**src/dsd_pkg.sv**
```systemverilog
// constants for the divide-step and double-precision mac datapath
// shared by the datapath top and its mac unit
package dsd_pkg;

    // data widths
    localparam int ACC_W  = 56;
    localparam int WORD_W = 24;
    localparam int ADDR_W = 4;

    // accumulator field positions
    localparam int ACC_MSB      = 55;
    localparam int ACC_MID_LO   = 24;
    localparam int ACC_EXT_LO   = 48;
    localparam int WORD_MSB     = 23;
    localparam int MAC_SHIFT    = 24;

    // condition_code_flags bit positions
    localparam int CCF_S = 7;
    localparam int CCF_L = 6;
    localparam int CCF_E = 5;
    localparam int CCF_U = 4;
    localparam int CCF_N = 3;
    localparam int CCF_Z = 2;
    localparam int CCF_V = 1;
    localparam int CCF_C = 0;
    localparam logic [7:0] CCF_RESET = 8'h00;

    // register map, word addresses on the plain register port
    localparam logic [ADDR_W-1:0] REG_CCF   = 4'h0;
    localparam logic [ADDR_W-1:0] REG_X_LO  = 4'h1;
    localparam logic [ADDR_W-1:0] REG_X_HI  = 4'h2;
    localparam logic [ADDR_W-1:0] REG_Y_LO  = 4'h3;
    localparam logic [ADDR_W-1:0] REG_Y_HI  = 4'h4;
    localparam logic [ADDR_W-1:0] REG_A_LOW = 4'h5;
    localparam logic [ADDR_W-1:0] REG_A_MID = 4'h6;
    localparam logic [ADDR_W-1:0] REG_A_EXT = 4'h7;
    localparam logic [ADDR_W-1:0] REG_B_LOW = 4'h8;
    localparam logic [ADDR_W-1:0] REG_B_MID = 4'h9;
    localparam logic [ADDR_W-1:0] REG_B_EXT = 4'hA;
    localparam logic [23:0] UNMAPPED_RD = 24'h000000;

    // operand interpretation of the mac
    typedef enum logic [1:0] {
        DSD_MAC_SS = 2'b00,
        DSD_MAC_SU = 2'b01,
        DSD_MAC_UU = 2'b11
    } dsd_mac_mode_t;

    // datapath sequence states, gray along idle -> exec -> done
    typedef enum logic [1:0] {
        DSD_ST_IDLE = 2'b00,
        DSD_ST_EXEC = 2'b01,
        DSD_ST_DONE = 2'b11
    } dsd_state_t;

endpackage

```
**src/dsd_div_step.sv**
```systemverilog
// one nonrestoring fractional divide iteration, purely combinational
// assumes the caller registers the accumulator and flags
`timescale 1ns/100ps
module dsd_div_step #(
    parameter int ACC_W  = 56,
    parameter int WORD_W = 24
) (
    // operands
    input  wire logic [ACC_W-1:0]  acc_in,
    input  wire logic [WORD_W-1:0] divisor,
    input  wire logic              carry_in,
    // results
    output logic      [ACC_W-1:0]  acc_out,
    output logic                   ovf_out,
    output logic                   carry_out
);
    localparam int UP_W = ACC_W - WORD_W;

    logic              signs_differ;
    logic [ACC_W-1:0]  shifted;
    logic [UP_W-1:0]   divisor_ext;
    logic [UP_W-1:0]   upper;

    if (ACC_W != 56 || WORD_W != 24) begin : g_bad_width
        $error("dsd_div_step: widths fixed at 56/24");
    end

    always_comb begin
        signs_differ = acc_in[ACC_W-1] ^ divisor[WORD_W-1];
        shifted      = {acc_in[ACC_W-2:0], carry_in};
        divisor_ext  = {{(UP_W-WORD_W){divisor[WORD_W-1]}}, divisor};
        if (signs_differ) begin
            upper = shifted[ACC_W-1:WORD_W] + divisor_ext;
        end else begin
            upper = shifted[ACC_W-1:WORD_W] - divisor_ext;
        end
        acc_out   = {upper, shifted[WORD_W-1:0]};
        ovf_out   = acc_in[ACC_W-1] ^ acc_in[ACC_W-2];
        carry_out = ~upper[UP_W-1];
    end
endmodule

```
**src/dsd_double_precision_mac_unit.sv**
```systemverilog
// double-precision multiply-accumulate with 24-bit right shift, combinational
// assumes the caller registers the accumulator and flags
`timescale 1ns/100ps
module dsd_double_precision_mac_unit #(
    parameter int ACC_W  = 56,
    parameter int WORD_W = 24
) (
    // operands
    input  wire logic [ACC_W-1:0]  acc_in,
    input  wire logic [WORD_W-1:0] src1,
    input  wire logic [WORD_W-1:0] src2,
    input  wire logic [1:0]        mode,
    input  wire logic              negate,
    // results
    output logic      [ACC_W-1:0]  acc_out,
    output logic                   ovf_out
);
    localparam int PR_W = 2 * WORD_W + 2;

    logic signed [WORD_W:0]   op1;
    logic signed [WORD_W:0]   op2;
    logic signed [PR_W-1:0]   prod;
    logic        [ACC_W-1:0]  prod_ext;
    logic        [ACC_W-1:0]  addend;
    logic        [ACC_W-1:0]  shifted;

    if (ACC_W <= PR_W) begin : g_narrow_acc
        $error("dsd_double_precision_mac_unit: accumulator too narrow for product");
    end

    always_comb begin
        // unsigned operands get a zero 25th sign bit so one signed multiplier serves all
        op1 = (mode == dsd_pkg::DSD_MAC_UU) ? {1'b0, src1}
                                            : {src1[WORD_W-1], src1};
        op2 = (mode == dsd_pkg::DSD_MAC_SS) ? {src2[WORD_W-1], src2}
                                            : {1'b0, src2};
        prod     = op1 * op2;
        prod_ext = {{(ACC_W-PR_W){prod[PR_W-1]}}, prod};
        addend   = negate ? (~prod_ext + 56'h1) : prod_ext;
        shifted  = {{dsd_pkg::MAC_SHIFT{acc_in[ACC_W-1]}},
                    acc_in[ACC_W-1:dsd_pkg::MAC_SHIFT]};
        acc_out  = shifted + addend;
        ovf_out  = (shifted[ACC_W-1] == addend[ACC_W-1])
                   && (acc_out[ACC_W-1] != shifted[ACC_W-1]);
    end
endmodule

```
**src/dsd_datapath.sv**
```systemverilog
// divide-step and double-precision mac datapath slice with its register file
// assumes one operation request per cycle from the decoder on the same clock
// one clock, synchronous active-low reset, no wait states on the register port
// operands out of range are not detected; results are then meaningless
//
// Operation
// - divide starts with xor of accumulator bit 55 and divisor bit 23
// - divide shifts accumulator left one, carry enters bit 0
// - signs differ: add divisor to middle word after shift
// - signs equal: subtract divisor from middle word after shift
// - divisor sign-extended so carry out is next quotient bit
// - quotient builds in low word, partial remainder above it
// - divide sets overflow if accumulator msb changed by shift
// - divide sets limit whenever it sets overflow
// - divide sets carry when result bit 55 is zero
// - divide keeps scaling, extension, unnormalized, negative, zero flags
// - divide divisor from four input registers, destination from two accumulators
// - mac shifts accumulator right 24 then adds or subtracts product
// - mac supports signed-signed, signed-unsigned and unsigned-unsigned
// - negative option negates product, positive is default
// - mac takes any input register pair and either accumulator
// - mac updates L E U N Z V, keeps S and C
`timescale 1ns/100ps
module dsd_datapath #(
    parameter int ACC_W  = 56,
    parameter int WORD_W = 24,
    parameter int ADDR_W = 4
) (
    // clock and reset
    input  wire logic              clk,
    input  wire logic              rst_n,
    // register port
    input  wire logic [ADDR_W-1:0] reg_addr,
    input  wire logic [WORD_W-1:0] reg_wdata,
    input  wire logic              reg_wr,
    input  wire logic              reg_rd,
    output logic      [WORD_W-1:0] reg_rdata,
    // operation request
    input  wire logic              op_valid,
    input  wire logic              op_is_div,
    input  wire logic              op_dest_sel,
    input  wire logic [1:0]        divisor_select_field,
    input  wire logic [3:0]        mac_source_pair_field,
    input  wire logic [1:0]        op_mac_mode,
    input  wire logic              op_mac_negate,
    // status
    output logic                   op_done,
    output logic [7:0]             condition_code_flags,
    output logic [ACC_W-1:0]       first_acc,
    output logic [ACC_W-1:0]       second_acc
);
    localparam int NREG = 4;

    // register file
    logic [WORD_W-1:0] in_reg_r [NREG];
    logic [ACC_W-1:0]  acc_r    [2];
    // flag register
    logic [7:0]        ccf_r;
    logic [7:0]        ccf_nxt;
    logic [WORD_W-1:0] rdata_r;
    // arithmetic operands and results
    logic [ACC_W-1:0]  acc_sel;
    logic [ACC_W-1:0]  div_acc;
    logic              div_ovf;
    logic              div_carry;
    logic [ACC_W-1:0]  mac_acc;
    logic              mac_ovf;
    logic              mac_ext;
    logic              mac_unnorm;
    logic              mac_neg;
    logic              mac_zero;
    logic [ACC_W-1:0]  op_result;
    logic [WORD_W-1:0] divisor;
    logic [WORD_W-1:0] mac_src1;
    logic [WORD_W-1:0] mac_src2;
    // write decode
    logic [1:0]        wr_idx;
    logic              wr_is_in;
    logic              wr_acc_sel;
    logic [1:0]        wr_acc_part;
    // sequence state
    dsd_pkg::dsd_state_t state_r;

    // the map and both arithmetic units are built for the package widths only
    if (ACC_W != dsd_pkg::ACC_W) begin : g_bad_acc_w
        $error("dsd_datapath: ACC_W must match the package");
    end
    if (WORD_W != dsd_pkg::WORD_W) begin : g_bad_word_w
        $error("dsd_datapath: WORD_W must match the package");
    end
    if (ADDR_W != dsd_pkg::ADDR_W) begin : g_bad_addr_w
        $error("dsd_datapath: ADDR_W must match the package");
    end

    // operand selection
    // read straight from the registers, so a back-to-back op sees the last result
    always_comb begin
        acc_sel  = acc_r[op_dest_sel];
        divisor  = in_reg_r[divisor_select_field];
        mac_src1 = in_reg_r[mac_source_pair_field[3:2]];
        mac_src2 = in_reg_r[mac_source_pair_field[1:0]];
    end

    // the carry flag feeds the next quotient bit straight back
    // overflow is judged on the accumulator before its shift
    dsd_div_step #(
        .ACC_W  (ACC_W),
        .WORD_W (WORD_W)
    ) u_div (
        .acc_in    (acc_sel),
        .divisor   (divisor),
        .carry_in  (ccf_r[dsd_pkg::CCF_C]),
        .acc_out   (div_acc),
        .ovf_out   (div_ovf),
        .carry_out (div_carry)
    );

    // one signed multiplier serves all three operand modes
    dsd_double_precision_mac_unit #(
        .ACC_W  (ACC_W),
        .WORD_W (WORD_W)
    ) u_mac (
        .acc_in  (acc_sel),
        .src1    (mac_src1),
        .src2    (mac_src2),
        .mode    (op_mac_mode),
        .negate  (op_mac_negate),
        .acc_out (mac_acc),
        .ovf_out (mac_ovf)
    );

    assign op_result = op_is_div ? div_acc : mac_acc;

    // standard flags of the mac result; no limiting, the sum is stored as it stands
    always_comb begin
        // extension: bits 55:47 disagree, the value has left the 48-bit window
        mac_ext    = ~((&mac_acc[ACC_W-1:dsd_pkg::ACC_EXT_LO-1])
                       | ~(|mac_acc[ACC_W-1:dsd_pkg::ACC_EXT_LO-1]));
        // unnormalized: the two bits below the extension agree
        mac_unnorm = ~(mac_acc[dsd_pkg::ACC_EXT_LO-1]
                       ^ mac_acc[dsd_pkg::ACC_EXT_LO-2]);
        // negative and zero follow the full 56-bit result
        mac_neg    = mac_acc[ACC_W-1];
        mac_zero   = (mac_acc == '0);
    end

    // flag update for the requested operation
    always_comb begin
        ccf_nxt = ccf_r;
        if (op_valid && op_is_div) begin
            // scaling, extension, unnormalized, negative, zero kept as they were
            // limit is sticky: only reset or a software write clears it
            ccf_nxt[dsd_pkg::CCF_V] = div_ovf;
            ccf_nxt[dsd_pkg::CCF_L] = ccf_r[dsd_pkg::CCF_L] | div_ovf;
            ccf_nxt[dsd_pkg::CCF_C] = div_carry;
        end else if (op_valid) begin
            // scaling and carry kept as they were
            ccf_nxt[dsd_pkg::CCF_V] = mac_ovf;
            ccf_nxt[dsd_pkg::CCF_L] = ccf_r[dsd_pkg::CCF_L] | mac_ovf;
            ccf_nxt[dsd_pkg::CCF_E] = mac_ext;
            ccf_nxt[dsd_pkg::CCF_U] = mac_unnorm;
            ccf_nxt[dsd_pkg::CCF_N] = mac_neg;
            ccf_nxt[dsd_pkg::CCF_Z] = mac_zero;
        end else if (reg_wr && reg_addr == dsd_pkg::REG_CCF) begin
            // a software write to the flags loses to an operation in the same cycle
            ccf_nxt = reg_wdata[7:0];
        end
    end

    always_ff @(posedge clk) begin
        if (!rst_n) begin
            ccf_r <= dsd_pkg::CCF_RESET;
        end else begin
            ccf_r <= ccf_nxt;
        end
    end

    // register write decode
    // unmapped addresses decode to no target and are ignored
    always_comb begin
        wr_is_in    = 1'b0;
        wr_idx      = 2'd0;
        wr_acc_sel  = 1'b0;
        wr_acc_part = 2'd3;
        case (reg_addr)
            dsd_pkg::REG_X_LO: begin
                wr_is_in = 1'b1;
                wr_idx   = 2'd0;
            end
            dsd_pkg::REG_X_HI: begin
                wr_is_in = 1'b1;
                wr_idx   = 2'd1;
            end
            dsd_pkg::REG_Y_LO: begin
                wr_is_in = 1'b1;
                wr_idx   = 2'd2;
            end
            dsd_pkg::REG_Y_HI: begin
                wr_is_in = 1'b1;
                wr_idx   = 2'd3;
            end
            dsd_pkg::REG_A_LOW: wr_acc_part = 2'd0;
            dsd_pkg::REG_A_MID: wr_acc_part = 2'd1;
            dsd_pkg::REG_A_EXT: wr_acc_part = 2'd2;
            dsd_pkg::REG_B_LOW: begin
                wr_acc_sel  = 1'b1;
                wr_acc_part = 2'd0;
            end
            dsd_pkg::REG_B_MID: begin
                wr_acc_sel  = 1'b1;
                wr_acc_part = 2'd1;
            end
            dsd_pkg::REG_B_EXT: begin
                wr_acc_sel  = 1'b1;
                wr_acc_part = 2'd2;
            end
            default: wr_acc_part = 2'd3;
        endcase
    end

    // input registers, one per entry, never touched by an operation
    generate
        for (genvar r = 0; r < NREG; r++) begin : g_in
            // a software write beside an operation is dropped, never queued
            always_ff @(posedge clk) begin
                if (!rst_n) begin
                    in_reg_r[r] <= '0;
                end else if (reg_wr && wr_is_in && !op_valid && wr_idx == 2'(r)) begin
                    in_reg_r[r] <= reg_wdata;
                end
            end
        end
    endgenerate

    // the extension word keeps only its low byte; its upper bits read back as zero
    // accumulators; an operation in the same cycle wins over a software write
    generate
        for (genvar g = 0; g < 2; g++) begin : g_acc
            always_ff @(posedge clk) begin
                if (!rst_n) begin
                    acc_r[g] <= '0;
                end else if (op_valid && op_dest_sel == 1'(g)) begin
                    acc_r[g] <= op_result;
                end else if (reg_wr && !op_valid && wr_acc_sel == 1'(g)) begin
                    case (wr_acc_part)
                        2'd0: acc_r[g][WORD_W-1:0] <= reg_wdata;
                        2'd1: acc_r[g][dsd_pkg::ACC_EXT_LO-1:dsd_pkg::ACC_MID_LO] <= reg_wdata;
                        2'd2: acc_r[g][ACC_W-1:dsd_pkg::ACC_EXT_LO] <= reg_wdata[7:0];
                        default: acc_r[g] <= acc_r[g];
                    endcase
                end
            end
        end
    endgenerate

    // read port, data stands one cycle after the strobe
    // zero outside the answer cycle, so reads can be or-ed onto a shared bus
    always_ff @(posedge clk) begin
        if (!rst_n) begin
            rdata_r <= '0;
        end else if (reg_rd) begin
            case (reg_addr)
                dsd_pkg::REG_CCF:   rdata_r <= {16'h0000, ccf_r};
                dsd_pkg::REG_X_LO:  rdata_r <= in_reg_r[0];
                dsd_pkg::REG_X_HI:  rdata_r <= in_reg_r[1];
                dsd_pkg::REG_Y_LO:  rdata_r <= in_reg_r[2];
                dsd_pkg::REG_Y_HI:  rdata_r <= in_reg_r[3];
                dsd_pkg::REG_A_LOW: rdata_r <= acc_r[0][WORD_W-1:0];
                dsd_pkg::REG_A_MID: rdata_r <= acc_r[0][dsd_pkg::ACC_EXT_LO-1:dsd_pkg::ACC_MID_LO];
                dsd_pkg::REG_A_EXT: rdata_r <= {16'h0000, acc_r[0][ACC_W-1:dsd_pkg::ACC_EXT_LO]};
                dsd_pkg::REG_B_LOW: rdata_r <= acc_r[1][WORD_W-1:0];
                dsd_pkg::REG_B_MID: rdata_r <= acc_r[1][dsd_pkg::ACC_EXT_LO-1:dsd_pkg::ACC_MID_LO];
                dsd_pkg::REG_B_EXT: rdata_r <= {16'h0000, acc_r[1][ACC_W-1:dsd_pkg::ACC_EXT_LO]};
                default:            rdata_r <= dsd_pkg::UNMAPPED_RD;
            endcase
        end else begin
            rdata_r <= '0;
        end
    end

    // sequence tracking: every operation finishes in one cycle
    // exec is entered only at an edge that took a request, so it doubles as the done pulse
    always_ff @(posedge clk) begin
        if (!rst_n) begin
            state_r <= dsd_pkg::DSD_ST_IDLE;
        end else begin
            case (state_r)
                dsd_pkg::DSD_ST_IDLE: state_r <= op_valid ? dsd_pkg::DSD_ST_EXEC
                                                          : dsd_pkg::DSD_ST_IDLE;
                dsd_pkg::DSD_ST_EXEC: state_r <= op_valid ? dsd_pkg::DSD_ST_EXEC
                                                          : dsd_pkg::DSD_ST_DONE;
                dsd_pkg::DSD_ST_DONE: state_r <= op_valid ? dsd_pkg::DSD_ST_EXEC
                                                          : dsd_pkg::DSD_ST_IDLE;
                default:              state_r <= dsd_pkg::DSD_ST_IDLE;
            endcase
        end
    end

    assign reg_rdata            = rdata_r;
    assign op_done              = (state_r == dsd_pkg::DSD_ST_EXEC);
    assign condition_code_flags = ccf_r;
    assign first_acc            = acc_r[0];
    assign second_acc           = acc_r[1];
endmodule

```
**config.mk**
```make
export PLATFORM = sky130hd
export DESIGN_NAME = dsd_datapath
export DESIGN_NICKNAME = d
export VERILOG_FILES = /design/src/dsd_pkg.sv /design/src/dsd_div_step.sv /design/src/dsd_double_precision_mac_unit.sv /design/src/dsd_datapath.sv
export SDC_FILE = /design/constraint.sdc
export NUM_CORES = 2
export LEC_CHECK = 0
export BUFFER_PORTS_ARGS = -buffer_cell sky130_fd_sc_hd__buf_2
export CAP_MARGIN = 20
export CORE_ASPECT_RATIO = 1.4
export CORE_MARGIN = 3
export CORE_UTILIZATION = 35
export DETAILED_ROUTE_END_ITERATION = 8
export PLACE_DENSITY_LB_ADDON = 0.1
export SETUP_SLACK_MARGIN = 0.4
export SLEW_MARGIN = 20
export SYNTH_ARGS = -nofsm -noshare
export SYNTH_HDL_FRONTEND = slang
export SYNTH_SLANG_ARGS = --single-unit
```
**constraint.sdc**
```tcl
create_clock -name clk -period 20.1 [get_ports clk]
set_clock_uncertainty 0.05 [all_clocks]
set_input_delay 4.02 -clock clk [delete_from_list [all_inputs] [get_ports clk]]
set_output_delay 4.02 -clock clk [all_outputs]
set_load 0.01 [all_outputs]
```
==> reports/results.ini <==
[outcome]
outcome = complete, no violations

[job]
timing.max_cap.violations = 0

[critical_path]
crit_path_start_kind = primary input
reg2reg_slack_ps = 6220
crit_path_frequent_cell = fa_1
path_class = primary input to register
arrival_ps = 17870
cp_max_fo = 28
cp_slowest_stage_delay_ps = 620
rr_worst_depth = 53
r2r-start = in_reg_r[3][23]
slowest_stage = buf_2
r2r_end = condition_code_flags[2]
crit_path_end_kind = register
required_ps = 20520

[layout]
fin_nets = 5818
area.growth.synth_to_final_pct = 8.93
layout-drive-gt1-share_pct = 10.5
final_common_cell = inv_1
final_cell_mix = 707 x inv_1, 660 x fa_1, 637 x nand2_1
multi_input_area_sq_um = 33000
seqCellArea_sq_um = 6930
nFillCells = 12500
final_util_pct = 38.4

[placement]
pre_cts_ws_ps = 2120
place_congestion = 0.997
numPortBuffers = 188
place_hpwl_um = 157000

[clock_network]
cts_made_buffers = 23
cts_setup_buffers = 0
clkSlewWorstSetupHoldPaths_ps = 70
cts_resized = 0
clkLatencyLatePin_ps = 580
cts.sinks = 242
clockBufferDepth = 3
ctsRootBufferMaster = clkbuf_16
cts_tree = built
hold_buffers = 0
cts.htree.levels = 1

[die]
ios = 189
row_count = 152
die-area_sq_um = 128000
die_y_um = 422
core_area_sq_um = 123000
start_util_pct = 35.3
die_w_um = 303

[synthesis]
synth_area_sq_um = 43300
ys_ff_latch = 242
synth_xor_area_share_pct = 3.92
synth_adder_area_share_pct = 37.3
synth_top_family_by_area = adder cells
avgSynthCellArea_sq_um = 9.00
yosysWarnings = 0
yosys.area_share.simple_pct = 15.2
synth-compound-area-share_pct = 13.7
ys_seq_area_share_pct = 16.0
synth.net_count = 5746
synth_cell_types = 91
async_flop_share_pct = 0
synth_edf_count = 208
ys.flop_type = edfxtp_1
syn_inst = 4808
synth_mux_area_share_pct = 5.63

[route]
ant_nets = 0
avgRoutedWirePerCell_um = 29.3
drtIter0Drc = 2727
vias = 36500
drc = 0
via_per_inst = 5.60
first_pass_iters = 6
wl_um = 191000

[min_path]
hp-start = condition_code_flags[7]
holdPathEnd = condition_code_flags[7]
min_path_cells = 2
hold_path_class = register to register

[timing]
fmaxAchievable_mhz = 57.3
post-route-period-util_pct = 86.8
rsz0062_at_grt = false
setup_tns_ps = 0
setup-violations-final = 0
maxSlewHeadroom_pct = 13.9
report.final.slew_viol_count = 0
tightestPinTransition_ps = 1280
layout_setup_ws_ps = 2650
period_needed_ps = 17450
hold_ws_ps = 458
finalHoldViolations = 0

[grt]
grtUsageTotal_pct = 29.9
antenna_found_initial = 6
grt_pass1_wl_um = 276000
grt-ovfl-total = 0
grt_start_max_net_pins = 57
grt_pass1_vias = 38600

-- cell families (layout without fill, tap and decap cells) --
group | after synthesis | in the layout
compound gates | 896 | 896
buf+inv | 947 | 1035
fa+ha+maj | 894 | 894
mux | 188 | 188
xor+xnor | 192 | 192
flops | 242 | 242
simple gates | 1449 | 1449
other cells | 0 | 4
-- metal layers --
| layer | part of all wire, % | global-route usage, % |
|---|---|---|
| met5 | 0 | 0 |
| met4 | 9.1 | 21.3 |
| met3 | 5.1 | 3.22 |
| met2 | 49 | 51.2 |
| met1 | 37 | 34.4 |
-- flip-flops by register name, indices dropped and copies added, names as in the netlist --
register,cells
acc_r,112
in_reg_r,96
reg_rdata,24
condition_code_flags,8
state_r,2
-- per-stage QoR --
step,std cells,cell area [sq um]
floorplan,4808,43300
global placement,6472,46200
detailed placement,6472,46200
CTS,6513,47100
global route,6514,47100
finish,6517,47100
-- area by class of cell --
type,count,share of cell area (%)
well taps,1617,4.29
clock buffers,27,1.25
repair buffers,286,3.56
clock inverters,14,0.513
multi-input cells,3619,70.0
flip-flops and latches,242,14.7
diodes,4,0.0212
inverters,708,5.64
-- critical path: cells and delay by family --
family | cells | cell delay, ps
AO/OA/AOI/OAI | 13 | 2710
XOR/XNOR | 2 | 500
adder cells (fa/ha/maj) | 10 | 4420
buffers and inverters | 6 | 1780
multiplexers | 1 | 320
AND/OR/NAND/NOR | 21 | 4060
-- worst max path at each step --
| stage | to | depth (start not counted) | slack [ps] | start |
|---|---|---|---|---|
| floorplan | condition_code_flags[2] | 56 | 3780 | mac_source_pair_field[3] |
| global placement | condition_code_flags[2] | 49 | 2340 | mac_source_pair_field[3] |
| detailed placement | condition_code_flags[2] | 53 | 2120 | mac_source_pair_field[0] |
| CTS | condition_code_flags[2] | 53 | 2670 | mac_source_pair_field[0] |
| global route | condition_code_flags[2] | 53 | 1610 | mac_source_pair_field[0] |
| finish | condition_code_flags[2] | 53 | 2650 | mac_source_pair_field[0] |
-- cell usage after synthesis, types with 17 or more instances --
library cell	instances	area [sq um]
o21ai_0	214	1070
nor2_1	368	1380
o21a_1	64	480
mux2_2	72	811
a31oi_1	46	288
a22o_1	78	683
mux2i_1	78	781
inv_1	707	2650
buf_1	22	82.6
a221oi_1	34	298
ha_1	234	2930
and2_1	149	932
o31ai_1	18	135
a211oi_1	20	150
xnor2_1	126	1100
a22oi_1	35	263
a21o_1	59	443
o21bai_1	17	128
mux4_2	37	833
nor2b_1	21	131
nand2b_1	31	194
nor3_1	50	250
nand3_1	39	195
dfxtp_1	34	681
and3_1	31	194
nand2_1	637	2390
nand4_1	24	150
fa_1	660	13200
xor2_1	65	569
o21ai_1	33	165
or3_1	19	119
edfxtp_1	208	6250
a21oi_1	180	901
clkbuf_1	213	800
Power is not shown: default switching activity piles up to over one toggle a cycle in this logic, so the estimate is an artifact.
